$ cat src/pkg/hbi_pkg.sv
// Package of constants and types for the host bus interface unit
package hbi_pkg;
   // ------------------------------------------------------------
   // Address and lane geometry
   // ------------------------------------------------------------
   localparam int ADDR_MSB    = 15;          // Top address bit
   localparam int DEC_LSB     = 4;           // Lowest decoded bit
   localparam int LATCH_LSB   = 1;           // Lowest latched bit
   localparam int LANES       = 4;           // Byte lanes
   localparam int DEC_W       = ADDR_MSB - DEC_LSB + 1;
   localparam int ADDR_W      = ADDR_MSB - LATCH_LSB + 1;
   localparam int REG_W       = DEC_LSB - LATCH_LSB; // Register index bits

   // Register index of the queue data register inside the window
   localparam logic [REG_W-1:0] DATA_REG_IDX = 3'h4;
   // Default base address for the local decoder
   localparam logic [DEC_W-1:0] BASE_DEFAULT = 12'h030;

   // ------------------------------------------------------------
   // Byte-lane patterns, active low, bit i is lane i
   // ------------------------------------------------------------
   localparam logic [LANES-1:0] LANES_ALL   = 4'h0;
   localparam logic [LANES-1:0] LANES_LOW   = 4'hc;
   localparam logic [LANES-1:0] LANES_HIGH  = 4'h3;
   localparam logic [LANES-1:0] LANES_B0    = 4'he;
   localparam logic [LANES-1:0] LANES_B1    = 4'hd;
   localparam logic [LANES-1:0] LANES_B2    = 4'hb;
   localparam logic [LANES-1:0] LANES_B3    = 4'h7;

   // Width of an access
   typedef enum logic [2:0] {
      HBI_W_NONE, HBI_W_32, HBI_W_LO16, HBI_W_HI16,
      HBI_W_B0, HBI_W_B1, HBI_W_B2, HBI_W_B3
   } hbi_width_type;

   // Cycles the device holds its ready high before answering
   localparam int WAIT_CYCLES = 2;
endpackage

$ cat src/pkg/hbi_addr_if.sv
// Interface carrying the captured address between address latch and decoder
`timescale 1ns/1ps
interface hbi_addr_if;
   logic [hbi_pkg::ADDR_W-1:0] addr;     // Address bits 15..1
   logic                       qual;     // Address qualifier
   logic [hbi_pkg::LANES-1:0]  lanes_n;  // Lane enables, active low
   modport src  (output addr, output qual, output lanes_n);
   modport sink (input addr, input qual, input lanes_n);
endinterface

$ cat src/rtl/hbi_addr_latch.sv
// Transparent address latch closed by the address strobe rising edge
`timescale 1ns/1ps
module hbi_addr_latch (
   // Clock and reset
   input  wire logic                       core_clk,
   input  wire logic                       rst_n,
   // Raw host address group
   input  wire logic [hbi_pkg::ADDR_W-1:0] addr_in,
   input  wire logic                       address_qualifier,
   input  wire logic [hbi_pkg::LANES-1:0]  lanes_n_in,
   input  wire logic                       address_latch_strobe,
   // Captured address to the core
   hbi_addr_if.src                         outp
);
   // ------------------------------------------------------------
   // Held copy
   // ------------------------------------------------------------
   logic [hbi_pkg::ADDR_W-1:0] held_addr;   // Address at last strobe rise
   logic                       held_qual;   // Qualifier at last strobe rise
   logic [hbi_pkg::LANES-1:0]  held_lanes;  // Lanes at last strobe rise
   logic                       strobe_q;    // Strobe one clock ago

   // Capture on every clock while the strobe is low
   always_ff @(posedge core_clk or negedge rst_n) begin
      if (!rst_n) begin
         held_addr  <= '0;
         held_qual  <= 1'b0;
         held_lanes <= '1;
         strobe_q   <= 1'b1;
      end else begin
         strobe_q <= address_latch_strobe;
         if (!address_latch_strobe) begin // Transparent while low
            held_addr  <= addr_in;
            held_qual  <= address_qualifier;
            held_lanes <= lanes_n_in;
         end
      end
   end

   // Low strobe passes live values; high strobe holds the capture.
   // A strobe tied low therefore gives plain live decode.
   always_comb begin
      if (!address_latch_strobe) begin
         outp.addr    = addr_in;
         outp.qual    = address_qualifier;
         outp.lanes_n = lanes_n_in;
      end else begin
         outp.addr    = held_addr;
         outp.qual    = held_qual;
         outp.lanes_n = held_lanes;
      end
   end
endmodule

$ cat src/rtl/hbi_bus_unit.sv
// Host bus interface unit: decode, lane select, sync and async ready
//
// Summary of operation
// - Hit is registered decode of qualifier, address
// - Hit asserts when local decoder selects us and data select is high
// - Data select bypasses decode, forces 32-bit access
// - Data select ignores lanes, reaches only data
// - Flavour pin: low single cycles, high burst
// - Cycle strobe samples write/read; burst write strobe
// - Sync ready ends single cycle, waits burst
// - Async ready low inserts wait states
// - Strobe rise latches address, qualifier, lanes
// - Async interface does single transfers only
// - Decode bits 15..4 qualified by address enable
// - Write data captured on write strobe rise
// - Pulsed strobe latches address for decode
// - Lane enables choose 32, 16 or 8 bits
`timescale 1ns/1ps
module hbi_bus_unit #(
   parameter logic [hbi_pkg::DEC_W-1:0] BASE_ADDR = hbi_pkg::BASE_DEFAULT,
   parameter int                        DATA_W    = 32
) (
   // Clock and reset
   input  wire logic                       core_clk,
   input  wire logic                       rst_n,
   // Address group
   input  wire logic [hbi_pkg::ADDR_W-1:0] addr_in,
   input  wire logic                       address_qualifier,
   input  wire logic                       lane0_enable,
   input  wire logic                       lane1_enable,
   input  wire logic                       lane2_enable,
   input  wire logic                       lane3_enable,
   input  wire logic                       address_latch_strobe,
   input  wire logic                       data_reg_select,
   // Synchronous transfer group
   input  wire logic                       sync_flavour_select,
   input  wire logic                       cycle_strobe,
   input  wire logic                       write_read_select,
   input  wire logic                       ready_return_in,
   // Asynchronous transfer group
   input  wire logic                       async_read_strobe,
   input  wire logic                       async_write_strobe,
   // Write data from host
   input  wire logic [DATA_W-1:0]          wdata_in,
   // Decode and ready outputs
   output logic                            local_hit_out,
   output logic                            sync_ready_out,
   output logic                            async_wait_out,
   // Captured access toward the register core
   output logic                            wr_pulse,
   output logic                            rd_pulse,
   output logic [hbi_pkg::REG_W-1:0]       reg_index,
   output logic                            data_reg_hit,
   output hbi_pkg::hbi_width_type          access_width,
   output logic [DATA_W-1:0]               wdata_out
);
   // ------------------------------------------------------------
   // Address capture
   // ------------------------------------------------------------
   hbi_addr_if cap ();   // Captured address group
   logic [hbi_pkg::LANES-1:0] lanes_raw;   // Lane enables, active low

   assign lanes_raw = {lane3_enable, lane2_enable, lane1_enable,
                       lane0_enable};

   hbi_addr_latch u_latch (
      .core_clk             (core_clk),
      .rst_n                (rst_n),
      .addr_in              (addr_in),
      .address_qualifier    (address_qualifier),
      .lanes_n_in           (lanes_raw),
      .address_latch_strobe (address_latch_strobe),
      .outp                 (cap)
   );

   // ------------------------------------------------------------
   // Decoding functions
   // ------------------------------------------------------------
   // Lane pattern to access width; unlisted patterns are no access
   function automatic hbi_pkg::hbi_width_type lane_width(
      input logic [hbi_pkg::LANES-1:0] l);
      case (l)
         hbi_pkg::LANES_ALL:  lane_width = hbi_pkg::HBI_W_32;
         hbi_pkg::LANES_LOW:  lane_width = hbi_pkg::HBI_W_LO16;
         hbi_pkg::LANES_HIGH: lane_width = hbi_pkg::HBI_W_HI16;
         hbi_pkg::LANES_B0:   lane_width = hbi_pkg::HBI_W_B0;
         hbi_pkg::LANES_B1:   lane_width = hbi_pkg::HBI_W_B1;
         hbi_pkg::LANES_B2:   lane_width = hbi_pkg::HBI_W_B2;
         hbi_pkg::LANES_B3:   lane_width = hbi_pkg::HBI_W_B3;
         default:             lane_width = hbi_pkg::HBI_W_NONE;
      endcase
   endfunction

   // Base compare of bits 15..4 qualified by the address enable
   function automatic logic base_match(
      input logic [hbi_pkg::ADDR_W-1:0] a, input logic q);
      base_match = q &&
         (a[hbi_pkg::ADDR_W-1:hbi_pkg::REG_W] == BASE_ADDR);
   endfunction

   // ------------------------------------------------------------
   // Combinational decode
   // ------------------------------------------------------------
   logic                   dec_hit;    // Local decoder match
   logic                   sel_any;    // Target selected either way
   hbi_pkg::hbi_width_type dec_width;  // Width of this access

   always_comb begin
      dec_hit = base_match(cap.addr, cap.qual);
      sel_any = dec_hit || !data_reg_select;
      if (!data_reg_select) begin
         dec_width = hbi_pkg::HBI_W_32;
      end else begin
         dec_width = lane_width(cap.lanes_n);
      end
   end

   // Hit output; registered because top outputs come from flops.
   // Costs one clock of latency against a purely gated decode.
   always_ff @(posedge core_clk or negedge rst_n) begin
      if (!rst_n) begin
         local_hit_out <= 1'b1;
      end else begin
         local_hit_out <= !(dec_hit && data_reg_select);
      end
   end

   // ------------------------------------------------------------
   // Asynchronous strobe edge detection
   // ------------------------------------------------------------
   logic rd_q;   // Read strobe one clock ago
   logic wr_q;   // Write strobe one clock ago
   logic async_active;  // Either async strobe low

   always_ff @(posedge core_clk or negedge rst_n) begin
      if (!rst_n) begin
         rd_q <= 1'b1;
         wr_q <= 1'b1;
      end else begin
         rd_q <= async_read_strobe;
         wr_q <= async_write_strobe;
      end
   end

   assign async_active = !async_read_strobe || !async_write_strobe;

   // ------------------------------------------------------------
   // Synchronous cycle machine
   // ------------------------------------------------------------
   typedef enum {HBI_S_IDLE, HBI_S_WAIT, HBI_S_READY} hbi_state_type;
   hbi_state_type state;       // Sync cycle state
   hbi_state_type next_state;  // Next sync state
   logic [1:0]    wait_cnt;    // Wait-state counter
   logic          sync_wr;     // Direction sampled by cycle strobe
   logic          sync_start;  // Cycle begins this clock

   // Single mode starts on cycle strobe; burst on either bus strobe
   always_comb begin
      if (!sync_flavour_select) begin
         sync_start = !cycle_strobe && sel_any;
      end else begin
         sync_start = (!cycle_strobe || !write_read_select) && sel_any;
      end
      next_state = state;
      case (state)
         HBI_S_IDLE:  if (sync_start) next_state = HBI_S_WAIT;
         HBI_S_WAIT:  if (wait_cnt == 2'(hbi_pkg::WAIT_CYCLES - 1))
                         next_state = HBI_S_READY;
         HBI_S_READY: begin
            // Single: hold until ready-return; burst: host waits
            if (!sync_flavour_select) begin
               if (!ready_return_in) next_state = HBI_S_IDLE;
            end else if (ready_return_in && !sync_start) begin
               next_state = HBI_S_IDLE;
            end
         end
         default:     next_state = HBI_S_IDLE;
      endcase
   end

   // State and sampled direction, on bus clock rising edges
   always_ff @(posedge core_clk or negedge rst_n) begin
      if (!rst_n) begin
         state    <= HBI_S_IDLE;
         wait_cnt <= 2'h0;
         sync_wr  <= 1'b0;
      end else begin
         state <= next_state;
         if (state == HBI_S_IDLE && sync_start) begin
            wait_cnt <= 2'h0;
            // Single: high means write; burst: write strobe low
            sync_wr  <= sync_flavour_select ? !cycle_strobe
                                            : write_read_select;
         end else if (state == HBI_S_WAIT) begin
            wait_cnt <= wait_cnt + 2'h1;
         end
      end
   end

   // Ready low while answering; high (wait) otherwise
   always_ff @(posedge core_clk or negedge rst_n) begin
      if (!rst_n) begin
         sync_ready_out <= 1'b1;
      end else begin
         sync_ready_out <= !(next_state == HBI_S_READY);
      end
   end

   // Async wait: low for the first clock of a strobe, single data
   logic [1:0] async_cnt;  // Clocks since strobe fell
   always_ff @(posedge core_clk or negedge rst_n) begin
      if (!rst_n) begin
         async_cnt      <= 2'h0;
         async_wait_out <= 1'b1;
      end else begin
         if (!async_active) begin
            async_cnt      <= 2'h0;
            async_wait_out <= 1'b1;
         end else begin
            if (async_cnt != 2'(hbi_pkg::WAIT_CYCLES))
               async_cnt <= async_cnt + 2'h1;
            async_wait_out <= !(sel_any &&
               async_cnt < 2'(hbi_pkg::WAIT_CYCLES - 1));
         end
      end
   end

   // ------------------------------------------------------------
   // Access pulses toward the register core
   // ------------------------------------------------------------
   always_ff @(posedge core_clk or negedge rst_n) begin
      if (!rst_n) begin
         wr_pulse     <= 1'b0;
         rd_pulse     <= 1'b0;
         reg_index    <= '0;
         data_reg_hit <= 1'b0;
         access_width <= hbi_pkg::HBI_W_NONE;
         wdata_out    <= '0;
      end else begin
         // Async write data taken at the strobe's rising edge
         wr_pulse <= (!wr_q && async_write_strobe && sel_any) ||
                     (state == HBI_S_READY && next_state == HBI_S_IDLE
                      && sync_wr);
         rd_pulse <= (!rd_q && async_read_strobe && sel_any) ||
                     (state == HBI_S_READY && next_state == HBI_S_IDLE
                      && !sync_wr);
         // Central select reaches only the data register
         reg_index    <= !data_reg_select ? hbi_pkg::DATA_REG_IDX
                         : cap.addr[hbi_pkg::REG_W-1:0];
         data_reg_hit <= !data_reg_select ||
                         cap.addr[hbi_pkg::REG_W-1:0] ==
                         hbi_pkg::DATA_REG_IDX;
         access_width <= dec_width;
         if (!async_write_strobe || sync_start) wdata_out <= wdata_in;
      end
   end
endmodule

$ cat config.mk
export PLATFORM = sky130hd
export DESIGN_NAME = hbi_bus_unit
export DESIGN_NICKNAME = d
export VERILOG_FILES = /design/src/pkg/hbi_pkg.sv /design/src/pkg/hbi_addr_if.sv /design/src/rtl/hbi_addr_latch.sv /design/src/rtl/hbi_bus_unit.sv
export SDC_FILE = /design/constraint.sdc
export NUM_CORES = 1
export LEC_CHECK = 0
export ABC_AREA = 1
export BUFFER_PORTS_ARGS = -buffer_cell sky130_fd_sc_hd__buf_2
export CAP_MARGIN = 20
export CORE_MARGIN = 2
export CORE_UTILIZATION = 30
export DETAILED_ROUTE_END_ITERATION = 8
export GPL_TIMING_DRIVEN = 0
export SLEW_MARGIN = 25
export SYNTH_ARGS = -nofsm -noshare
export SYNTH_HDL_FRONTEND = slang
export SYNTH_HIERARCHICAL = 1
export SYNTH_SLANG_ARGS = --single-unit
$ cat constraint.sdc
create_clock -name core_clk -period 3.1 [get_ports core_clk]
set_clock_uncertainty 0.1 [all_clocks]
set_input_delay 0.155 -clock core_clk [delete_from_list [all_inputs] [get_ports core_clk]]
set_output_delay 0.155 -clock core_clk [all_outputs]
set_load 0.02 [all_outputs]
---- After elaboration in Yosys (flattened, before gate mapping) ----
Cells that the tools add are included.
word-level totals
  input port bits ......................... 62
  output and inout port bits .............. 44
  word-level logic and storage cells ...... 94
  register bits after elaboration ......... 103
cells by class
  reductions and logical operators ........ 38
  eq/ne operators ......................... 16
  add/subtract/negate cells ............... 2
  magnitude comparators ................... 1
  multiplexer cells ....................... 19
operators with widths
  cell                                                                     count
  32-bit 2-to-1 mux                                                        5
  32-bit logical NOT                                                       3
  32-bit one-hot mux with 3 select lines                                   1
  32-bit by 2-bit equality test with 1-bit output (second input constant)  2
  32-bit by 3-bit equality test with 1-bit output (second input constant)  2
  32-bit by 1-bit equality test with 1-bit output (second input constant)  1
  3-bit one-hot mux with 7 select lines                                    1
  4-bit equality test (second input constant)                              4
  15-bit 2-to-1 mux                                                        1
  1-bit logical AND                                                        14
  12-bit by 6-bit equality test with 1-bit output (second input constant)  1
  1-bit logical NOT                                                        12
  2-bit 2-to-1 mux                                                         4
  1-bit logical OR                                                         7
  3-bit 2-to-1 mux                                                         2
  2-bit by 1-bit adder with 2-bit output (second input constant)           2
  4-bit by 2-bit equality test with 1-bit output (second input constant)   1
  4-bit by 3-bit equality test with 1-bit output (second input constant)   1
  4-bit logical NOT                                                        1
  1-bit 2-to-1 mux                                                         4
  4-bit 2-to-1 mux                                                         1
  3-bit equality test (second input constant)                              1
  2-bit by 1-bit equality test with 1-bit output (second input constant)   1
  2-bit by 1-bit < comparator with 1-bit output (second input constant)    1
  3 further kinds                                                          3

---- Logic depth before layout (Yosys ltp) ----
Gate-level depths: netlist of run 1.
  depth in word-level cells ............... 15
  mapped depth ............................ 15
  mapped depth without buffers ............ 14

---- By module ----
The synthesis of run 1 kept the hierarchy.
modules (own cells, without submodules)
  module          cells each  area each (µm²)  seq. area each (µm²)  times used
  hbi_bus_unit    343         3254.4           2083.2                1
  hbi_addr_latch  85          772.0            505.5                 1

---- Least setup slack after synthesis of run 1 ----
Ideal clock, no wire load.
  kind .................................... register -> register
  start point ............................. reg u_latch/held_addr[4] (netlist bit)
  end point ............................... reg wdata_out[10]
  data required time ...................... 2883 ps
  slack ................................... 1566 ps
  buffers on the path ..................... 1
  cell stages (with the launch flop) ...... 11
  library setup time ...................... 117 ps
  data arrival time ....................... 1317 ps
  period minus slack after synthesis ...... 1534 ps
  cells stage by stage .................... dfrtp_1 -> nand2_1 -> nand2_1 -> or2_1 -> nor2_2 -> nand2_1 -> nand2_2 -> nand2_4 -> buf_2 -> nand3_1 -> nand2_1
on the way
  longest elaborated chain between the ends .. 7
  elaborated cells between the ends (all ways) .. 8
  those cells by class .................... 1 x eq/ne; 2 x mux; 5 x reduce/logical
ends and longest elaborated chain
  item                                               RTL line                                  RTL
  start, declared                                    hbi_addr_latch.sv:18                      logic [hbi_pkg::ADDR_W-1:0] held_addr;
  start signal, assigned                             hbi_addr_latch.sv:33                      held_addr <= addr_in;
  15-bit 2-to-1 mux *                                --
  named net cap.addr, one bit                        hbi_addr_if.sv:4                          logic [hbi_pkg::ADDR_W-1:0] addr;
  12-bit by 6-bit equality test with 1-bit output *  hbi_bus_unit.sv:98                        (a[hbi_pkg::ADDR_W-1:hbi_pkg::REG_W] == BASE_ADDR);
  1-bit logical AND *                                hbi_bus_unit.sv:97                        base_match = q &&
  1-bit logical OR *                                 hbi_bus_unit.sv:110                       sel_any = dec_hit || !data_reg_select;
  1-bit logical AND (on tied branches)               hbi_bus_unit.sv:160, hbi_bus_unit.sv:162
  1-bit 2-to-1 mux *                                 hbi_bus_unit.sv:159                       if (!sync_flavour_select) begin
  1-bit logical OR *                                 hbi_bus_unit.sv:254                       if (!async_write_strobe || sync_start) wdata_out <= wdata_in;
  end signal, assigned                               hbi_bus_unit.sv:254
  end, declared                                      hbi_bus_unit.sv:55                        output logic [DATA_W-1:0] wdata_out
Mark *: on every way through the listed nets, which the timed path passes. The rest lies on a longest branch.
A chain may end at the register's enable or synchronous reset.

---- Worst setup path in the final report of run 1 ----
  start point ............................. in addr_in[6] (netlist bit)
  end point ............................... reg wdata_out[19]
on the way
  longest elaborated chain between the ends .. 7
  elaborated cells between the ends (all ways) .. 8
  those cells by class .................... 1 x eq/ne; 2 x mux; 5 x reduce/logical
ends and longest elaborated chain
  item                                               RTL line                                  RTL
  start, declared                                    hbi_bus_unit.sv:27                        input wire logic [hbi_pkg::ADDR_W-1:0] addr_in,
  15-bit 2-to-1 mux *                                --
  named net cap.addr, one bit                        hbi_addr_if.sv:4
  12-bit by 6-bit equality test with 1-bit output *  hbi_bus_unit.sv:98
  1-bit logical AND *                                hbi_bus_unit.sv:97
  1-bit logical OR *                                 hbi_bus_unit.sv:110
  1-bit logical AND (on tied branches)               hbi_bus_unit.sv:160, hbi_bus_unit.sv:162
  1-bit 2-to-1 mux *                                 hbi_bus_unit.sv:159
  1-bit logical OR *                                 hbi_bus_unit.sv:254
Marked as above.

==> results of run 1 <==
-- worst register-to-register path: stages, from the launching register on --
cell     delay [ns]
dfrtp_1        0.37
nand2_1        0.06
nand2_1        0.07
nor2_1         0.13
nand3_1        0.11
nor2_2         0.11
nand2_1        0.07
nand2_2        0.14
nand2_4        0.13
buf_2          0.22
nand3_1        0.11
nand2_1        0.07
-- through the flow --
step	power, uW	utilization	hold slack (ns)	std cells
finish	3050	0.437	0.0384	812
global route	3230	0.437	0.0367	812
CTS	3100	0.437	0.0157	812
global placement	1930	0.370	0.171	738
detailed placement	1950	0.373	0.0666	739
floorplan	1770	-	-0.241	457
-- report_power, final --
group	total [uW]	leakage (uW)	internal [uW]	switching, uW
Sequential	1500	0.00123	1460	43.2
Combinational	478	0.00165	198	280
Clock	1070	0.000135	558	513
-- final cells by class --
class	instances	area share
well taps	176	0.0382
flip-flops and latches	103	0.449
inverters	35	0.0228
multi-input cells	305	0.228
plain buffers	14	0.0176
clock inverters	6	0.00933
clock buffers	10	0.0397
repair buffers	163	0.196
-- synth_stat cells (2+ instances only) --
| master | number |
|---|---|
| dfstp_2 | 9 |
| nor2_1 | 28 |
| nand3b_1 | 2 |
| a21oi_1 | 2 |
| nand3_1 | 43 |
| nand2_4 | 2 |
| o21ai_0 | 9 |
| buf_6 | 5 |
| buf_2 | 3 |
| nor3_1 | 2 |
| nand2_1 | 166 |
| nor2_2 | 2 |
| inv_1 | 33 |
| o21ai_1 | 3 |
| buf_1 | 3 |
| dfrtp_1 | 94 |
| ha_1 | 3 |
| nand4_1 | 3 |
| buf_4 | 2 |
| inv_2 | 2 |
| or2_1 | 2 |
-- cells by family after synthesis --
family,Yosys count,share of synthesized area
and+or+nand+nor,255,0.266
DFF,103,0.643
buffers and inverters,49,0.0578
AOI/OAI and AO/OA,16,0.0208
adders and majority gates,3,0.00932
xor gates and xnor gates,1,0.00218
other,1,0.000931
-- cell usage in the layout (no fill, tap or decap), types with 3 or more instances in the layout --
master	n
buf_1	3
buf_2	107
buf_6	6
clkbuf_16	9
clkinv_4	3
conb_1	30
dfrtp_1	94
dfstp_2	9
dlygate4sd3_1	57
ha_1	3
inv_1	33
nand2_1	166
nand3_1	43
nand4_1	3
nor2_1	28
o21ai_0	9
o21ai_1	3
-- metal layers --
| metal | up-vias | part of all wire | GRT usage |
|---|---|---|---|
| met3 | 9 | 0.060 | 0.0418 |
| met4 | 0 | 0.012 | 0.0456 |
| li1 | 1703 | - | - |
| met5 | - | 0 | 0 |
| met2 | 98 | 0.48 | 0.221 |
| met1 | 1592 | 0.44 | 0.165 |
-- worst paths after layout --
check	slack [ns]	to	start
hold / removal	0.04	sync_wr	write_read_select
max in group asynchronous	2.01	u_latch/held_lanes[0]	rst_n
hold reg to reg	0.38	u_latch/held_addr[10]	u_latch/held_addr[10]
min in group asynchronous	0.24	data_reg_hit	rst_n
setup reg to reg	1.31	wdata_out[19]	u_latch/held_addr[6]
setup / recovery	1.22	wdata_out[19]	addr_in[6]
-- sequential cells by signal, summed over array words and instances (netlist names), 2 cells and up --
name                cells
wdata_out              32
wait_cnt                2
access_width            3
reg_index               3
state                  32
async_cnt               2
u_latch/held_addr      15
u_latch/held_lanes      4
==> summary.md, run 1 <==
| Metric | Value |
|---|---|
| WP data required | `between 3 and 4 ns` |
| Top cells by area, synth | `dfrtp_1 58%, nand2_1 15%, dfstp_2 5.9%` |
| Remaining DRCs | `0` |
| Final WL | `about 8.9 mm` |
| Synth warn | `6` |
| Num Clock Sinks | `103` |
| WP buf/inv | `3` |
| Post-CTS resize count | `0` |
| CTS tree | `yes` |
| Tightest Pin Transition | `approximately 0.54 ns` |
| Bufs on Longest Clock Path | `2` |
| Total GRT Usage | `0.133` |
| Number of I/O port buffers | `about 110` |
| Cts hold-fix bufs | `57` |
| CP delay by family, top | `simple AND/OR/NAND/NOR gates` |
| Post-DRT Antenna Nets | `0` |
| CP max stage delay | `around 0.54 ns` |
| Placed cell area | `roughly 4900 sq um` |
| HPWL after DPL | `slightly below 6 mm` |
| RSZ-0062 raised after global routing | `no` |
| Peak supply drop | `0.000257 V` |
| DR pass1 iterations | `5` |
| Yosys cell types | `31` |
| Synth Register Bits | `approximately 100` |
| Via density | `between 4 and 5` |
| Via Count | `around 3400` |
| # Post-CTS Setup Buffers | `0` |
| R2R cell count | `11` |
| Status | `complete, no violations` |
| Final setup vio count | `0` |
| Maximum fanout along the worst path | `10` |
| Worst slew margin | `0.641` |
| Worst path depth | `13` |
| Area of the die | `approximately 14000 sq um` |
| CP Capture Type | `flip-flop` |
| Area Overhead vs Synth | `43.3%` |
| Largest area contributor in the netlist | `dfrtp_1` |
| Post-synth EDFFs | `0` |
| Layout fillers | `1270` |
| Final period util | `0.605` |
| Most common cell on crit path | `nand2_1` |
| Root Driver | `clkbuf_16` |
| Antenna violations before repair | `0` |
| Final #Nets | `approximately 700` |
| Row count | `42` |
| Final hold vios | `0` |
| Flip-flop and latch area | `about 2600 sq um` |
| First-pass GRT wire length | `about 15 mm` |
| Setup slack after layout | `around 1.2 ns` |
| Layout cells sized above 1 | `0.234` |
| Top FF cell, synth | `dfrtp_1` |
| MaxCap Viol Count | `0` |
| CP max stage cell | `dlygate4sd3_1` |
| Max Freq | `between 500 and 600 MHz` |
| Initial core utilization | `0.305` |
| Vias in the first global route | `3358` |
| Routability congestion estimate | `around 0.87` |
| Seq/Total Area, Yosys | `0.643` |
| HP Class | `input pin to flip-flop` |
| Hold Crit Depth | `3` |
| Final min period | `1.88 ns` |
| Synth top area share | `0.584` |
| Clock Latency Late Sink | `between 0.3 and 0.4 ns` |
| Pin count of the biggest net entering global routing | `59` |
| Pleak | `just over 0.003 uW` |
| Worst slack, placed | `roughly 1.2 ns` |
| Final Slew Violations | `0` |
| Chip height | `120 um` |
| I/O pin cnt | `roughly 110` |
| Initial drt markers | `179` |
| Clock-pin slew on the worst setup and hold paths | `~0.080 ns` |
| Avg Cell Area, Syn | `about 9.4 sq um` |
| Avg WL per Cell | `11.0 um` |
| Synthesized instance count | `between 400 and 500` |
| H-tree levels | `3` |
| Synthesized area | `4030 sq um` |
| CP Class | `input pin to flip-flop` |
| Power per cell area | `~530 nW/um^2` |
| Die width | `around 120 um` |
| Setup TNS | `0 ns` |
| Design area | `5770 sq um` |
| Remaining Overflow, GRT | `0` |
| CP cell instances | `dlygate4sd3_1 > buf_2 > nand2_1 > nand2_1 > nor2_1 > nand3_1 > nor2_2 > nand2_1 > nand2_2 > nand2_4 > buf_2 > nand3_1 > nand2_1` |
| Critical Path AT | `just over 2 ns` |
| Core area | `13200 sq um` |
| Inserted Clock Buffers | `9` |
| Startpoint Class | `input pin` |
| Async SR Flop Fraction | `1.00` |
| Multi-input gate area | `about 1300 sq um` |
| # diodes | `0` |
No activity file was read; power rests on OpenSTA's default activity.
==> run 2, diff against run 1 <==
Clock period 3.1 ns to 1.7 ns, I/O delays scaled along.
==> run 2 against run 1 <==
Combinational power increased by 98%. Largest power group unchanged. Global-route usage about the same. Register-to-register slack got worse by 1.3 ns. Setup slack got worse by 1.2 ns. The flow now finishes with violations (setup timing). Worst hold slack improved by 0.025 ns. Final cell count increased by 1.4%.
==> summary.md, run 2 (same netlist as run 1, synthesis figures left out) <==
| Metric | Value |
|---|---|
| Design area | `6030 sq um (was 5770 sq um)` |
| Final #Nets | `707 (was 696)` |
| Top Registers | `state: 32 flops, wdata_out: 32 flops, u_latch/held_addr: 15 flops (unchanged)` |
| Final hold vios | `0 (unchanged)` |
| Tightest Pin Transition | `0.617 ns (was 0.538 ns)` |
| Psw | `1560 uW (was 836 uW)` |
| Clock Latency Late Sink | `0.35 ns (about the same)` |
| Final Slew Violations | `0 (unchanged)` |
| Max Freq | `between 500 and 600 MHz` |
| HP Class | `input pin to flip-flop (unchanged)` |
| RSZ-0062 raised after global routing | `yes (was no)` |
| CTS tree | `yes (unchanged)` |
| Maximum fanout along the worst path | `10 (unchanged)` |
| Power per cell area | `936 nW/um^2 (was 529 nW/um^2)` |
| Via Count | `3453 (was 3402)` |
| Row count | `42 (unchanged)` |
| RR Endpoint | `wdata_out[27] (was wdata_out[19])` |
| MaxCap Viol Count | `0 (unchanged)` |
| H-tree levels | `3 (unchanged)` |
| Logic pwr share | `0.168 (was 0.157)` |
| Switching share of power | `0.276 (was 0.274)` |
| Num Clock Sinks | `103 (unchanged)` |
| Hold Crit Start | `ready_return_in (was write_read_select)` |
| Pin count of the biggest net entering global routing | `59 (unchanged)` |
| First-pass GRT wire length | `15.2 mm (was 15.1 mm)` |
| Commonest non-fill, non-tap cell in the layout | `nand2_1 (unchanged)` |
| Total GRT Usage | `0.133 (about the same)` |
| DR pass1 iterations | `5 (unchanged)` |
| Pleak | `0.00311 uW (was 0.00302 uW)` |
| Number of I/O port buffers | `105 (unchanged)` |
| Final period util | `1.00` |
| Placed cell area | `4910 sq um (unchanged)` |
| Routability congestion estimate | `0.869 (unchanged)` |
| Via density | `4.20 (was 4.19)` |
| Clock-pin slew on the worst setup and hold paths | `0.07 ns (was 0.08 ns)` |
| Chip height | `120 um (unchanged)` |
| Worst slew margin | `0.588 (was 0.641)` |
| Startpoint Class | `flip-flop (was input pin)` |
| Inserted Clock Buffers | `9 (unchanged)` |
| Core area | `13200 sq um (unchanged)` |
| Final setup vio count | `1 (was 0)` |
| Bufs on Longest Clock Path | `2 (unchanged)` |
| Initial core utilization | `0.305 (unchanged)` |
| Flop-to-flop setup slack | `-0.0002 ns (was 1.31 ns)` |
| Clock Power Share | `0.347 (was 0.351)` |
| Die width | `120 um (unchanged)` |
| Antenna violations before repair | `0 (unchanged)` |
| I/O pin cnt | `106 (unchanged)` |
| Peak supply drop | `0.000469 V (was 0.000257 V)` |
| RR Startpoint | `u_latch/held_addr[3] (was u_latch/held_addr[6])` |
| Hold Crit Depth | `6 (was 3)` |
| Failing checks | `setup timing` |
| Area of the die | `14400 sq um (unchanged)` |
| CP Class | `flip-flop to flip-flop (was input pin to flip-flop)` |
| Setup slack after layout | `-0.000169 ns (was 1.22 ns)` |
| Initial drt markers | `182 (was 179)` |
| Most frequent cells in the layout | `147 x nand2_1, 104 x buf_2, 94 x dfrtp_1, 60 x dlygate4sd3_1, 40 x nand3_1 (was 166 x nand2_1, 107 x buf_2, 94 x dfrtp_1, 57 x dlygate4sd3_1, 43 x nand3_1)` |
| HPWL after DPL | `5.94 mm (unchanged)` |
| WP data required | `1.89 ns (was 3.25 ns)` |
| # diodes | `0 (unchanged)` |
| CP Capture Type | `flip-flop (unchanged)` |
| Vias in the first global route | `3368 (was 3358)` |
| PnR Total Power | `5640 uW (was 3050 uW)` |
| Avg WL per Cell | `11.3 um (was 11.0 um)` |
| Critical Path AT | `1.89 ns (was 2.02 ns)` |
| Sequential fraction of design power | `0.486 (was 0.493)` |
| Layout cells sized above 1 | `0.284 (was 0.234)` |
| R2R cell count | `11 (unchanged)` |
| Final WL | `9.29 mm (was 8.91 mm)` |
| Final min period | `1.70 ns` |
| Pint | `4080 uW (was 2210 uW)` |
| Area Overhead vs Synth | `49.7% (was 43.3%)` |
| Setup TNS | `-0.000169 ns (was 0 ns)` |
| Remaining Overflow, GRT | `0 (unchanged)` |
| WHS Endpoint | `sync_ready_out (was sync_wr)` |
| Post-DRT Antenna Nets | `0 (unchanged)` |
| Status | `finished with violations (was complete, no violations)` |
| Remaining DRCs | `0 (unchanged)` |
| Root Driver | `clkbuf_16 (unchanged)` |
run 2: cell count changes in the layout (fill, tap and decap cells not counted), sizes merged:
cell | before | now
clkbuf | 11 | 12
dlygate4sd3 | 57 | 60
buf | 119 | 126
run 2: layer usage:
layer | wire [um] | GRT usage
met5 | 0 | 0
met4 | 150 | 0.0456
met3 | 513 | 0.0428
met2 | 4560 | 0.221
met1 | 4070 | 0.165
run 2: worst max-delay path, stage by stage (launching register included):
cell     delay (ns)
dfrtp_1        0.37
nand2_1        0.07
nand2_1        0.06
or2_1          0.24
nor2_4         0.13
nand2_2        0.07
nand2_4        0.11
nand2_8        0.11
nand2_8        0.13
buf_8          0.14
nand2_1        0.06
nand2_1        0.06
run 2: cell type report:
type / instances / area (sq um)
Multi-Input combinational cell: 305 / 1430
Timing Repair Buffer: 174 / 1240
Fill cell: 1262 / 7160
Tap cell: 176 / 220
Sequential cell: 103 / 2590
Clock inverter: 6 / 53.8
Buffer: 14 / 135
Inverter: 35 / 131
Clock buffer: 10 / 229
run 2: per-stage QoR:
step / std cells / worst slack (ns) / hold slack (ns) / util
after floorplan: 457 / 0.166 / -0.311 / -
after global placement: 738 / -0.609 / 0.101 / 0.370
after detailed placement: 739 / -0.108 / -0.00345 / 0.373
after CTS: 817 / -0.000247 / 0.0423 / 0.443
after global routing: 823 / -0.121 / 0.100 / 0.457
final: 823 / -0.000169 / 0.0634 / 0.457
run 2: power groups by stage:
stage / clock network (uW) / registers [uW] / logic, uW
2_1_floorplan: 0 / 2900 / 331
3_3_place_gp: 0 / 2780 / 735
3_5_place_dp: 0 / 2790 / 774
4_1_cts: 2040 / 2740 / 895
6_report: 1950 / 2740 / 945
5_1_grt: 2150 / 2760 / 1060
run 2: worst max path at each step:
stage,slack (ns),cells after the start,from,endpoint
after floorplan,0.17,10,u_latch/held_addr[4],wdata_out[10]
after global placement,-0.61,1,rst_n,wdata_out[2]
after detailed placement,-0.11,13,address_latch_strobe,wdata_out[13]
after CTS,-0.0002,11,u_latch/held_addr[4],wdata_out[11]
after global routing,-0.12,14,addr_in[11],wdata_out[26]
final,-0.0002,11,u_latch/held_addr[3],wdata_out[27]
run 2: repair_timing:
| item | 4_1_cts | 5_1_grt |
|---|---|---|
| hold buffers | 60 | 0 |
| endpoints found under the hold margin | 121 | 0 |
| gates resized for setup | 6 | 40 |
| endpoints found under the setup margin | 33 | 40 |
| cloned | 0 | 1 |
| pin swaps | 1 | 4 |
| setup buffers | 2 | 5 |
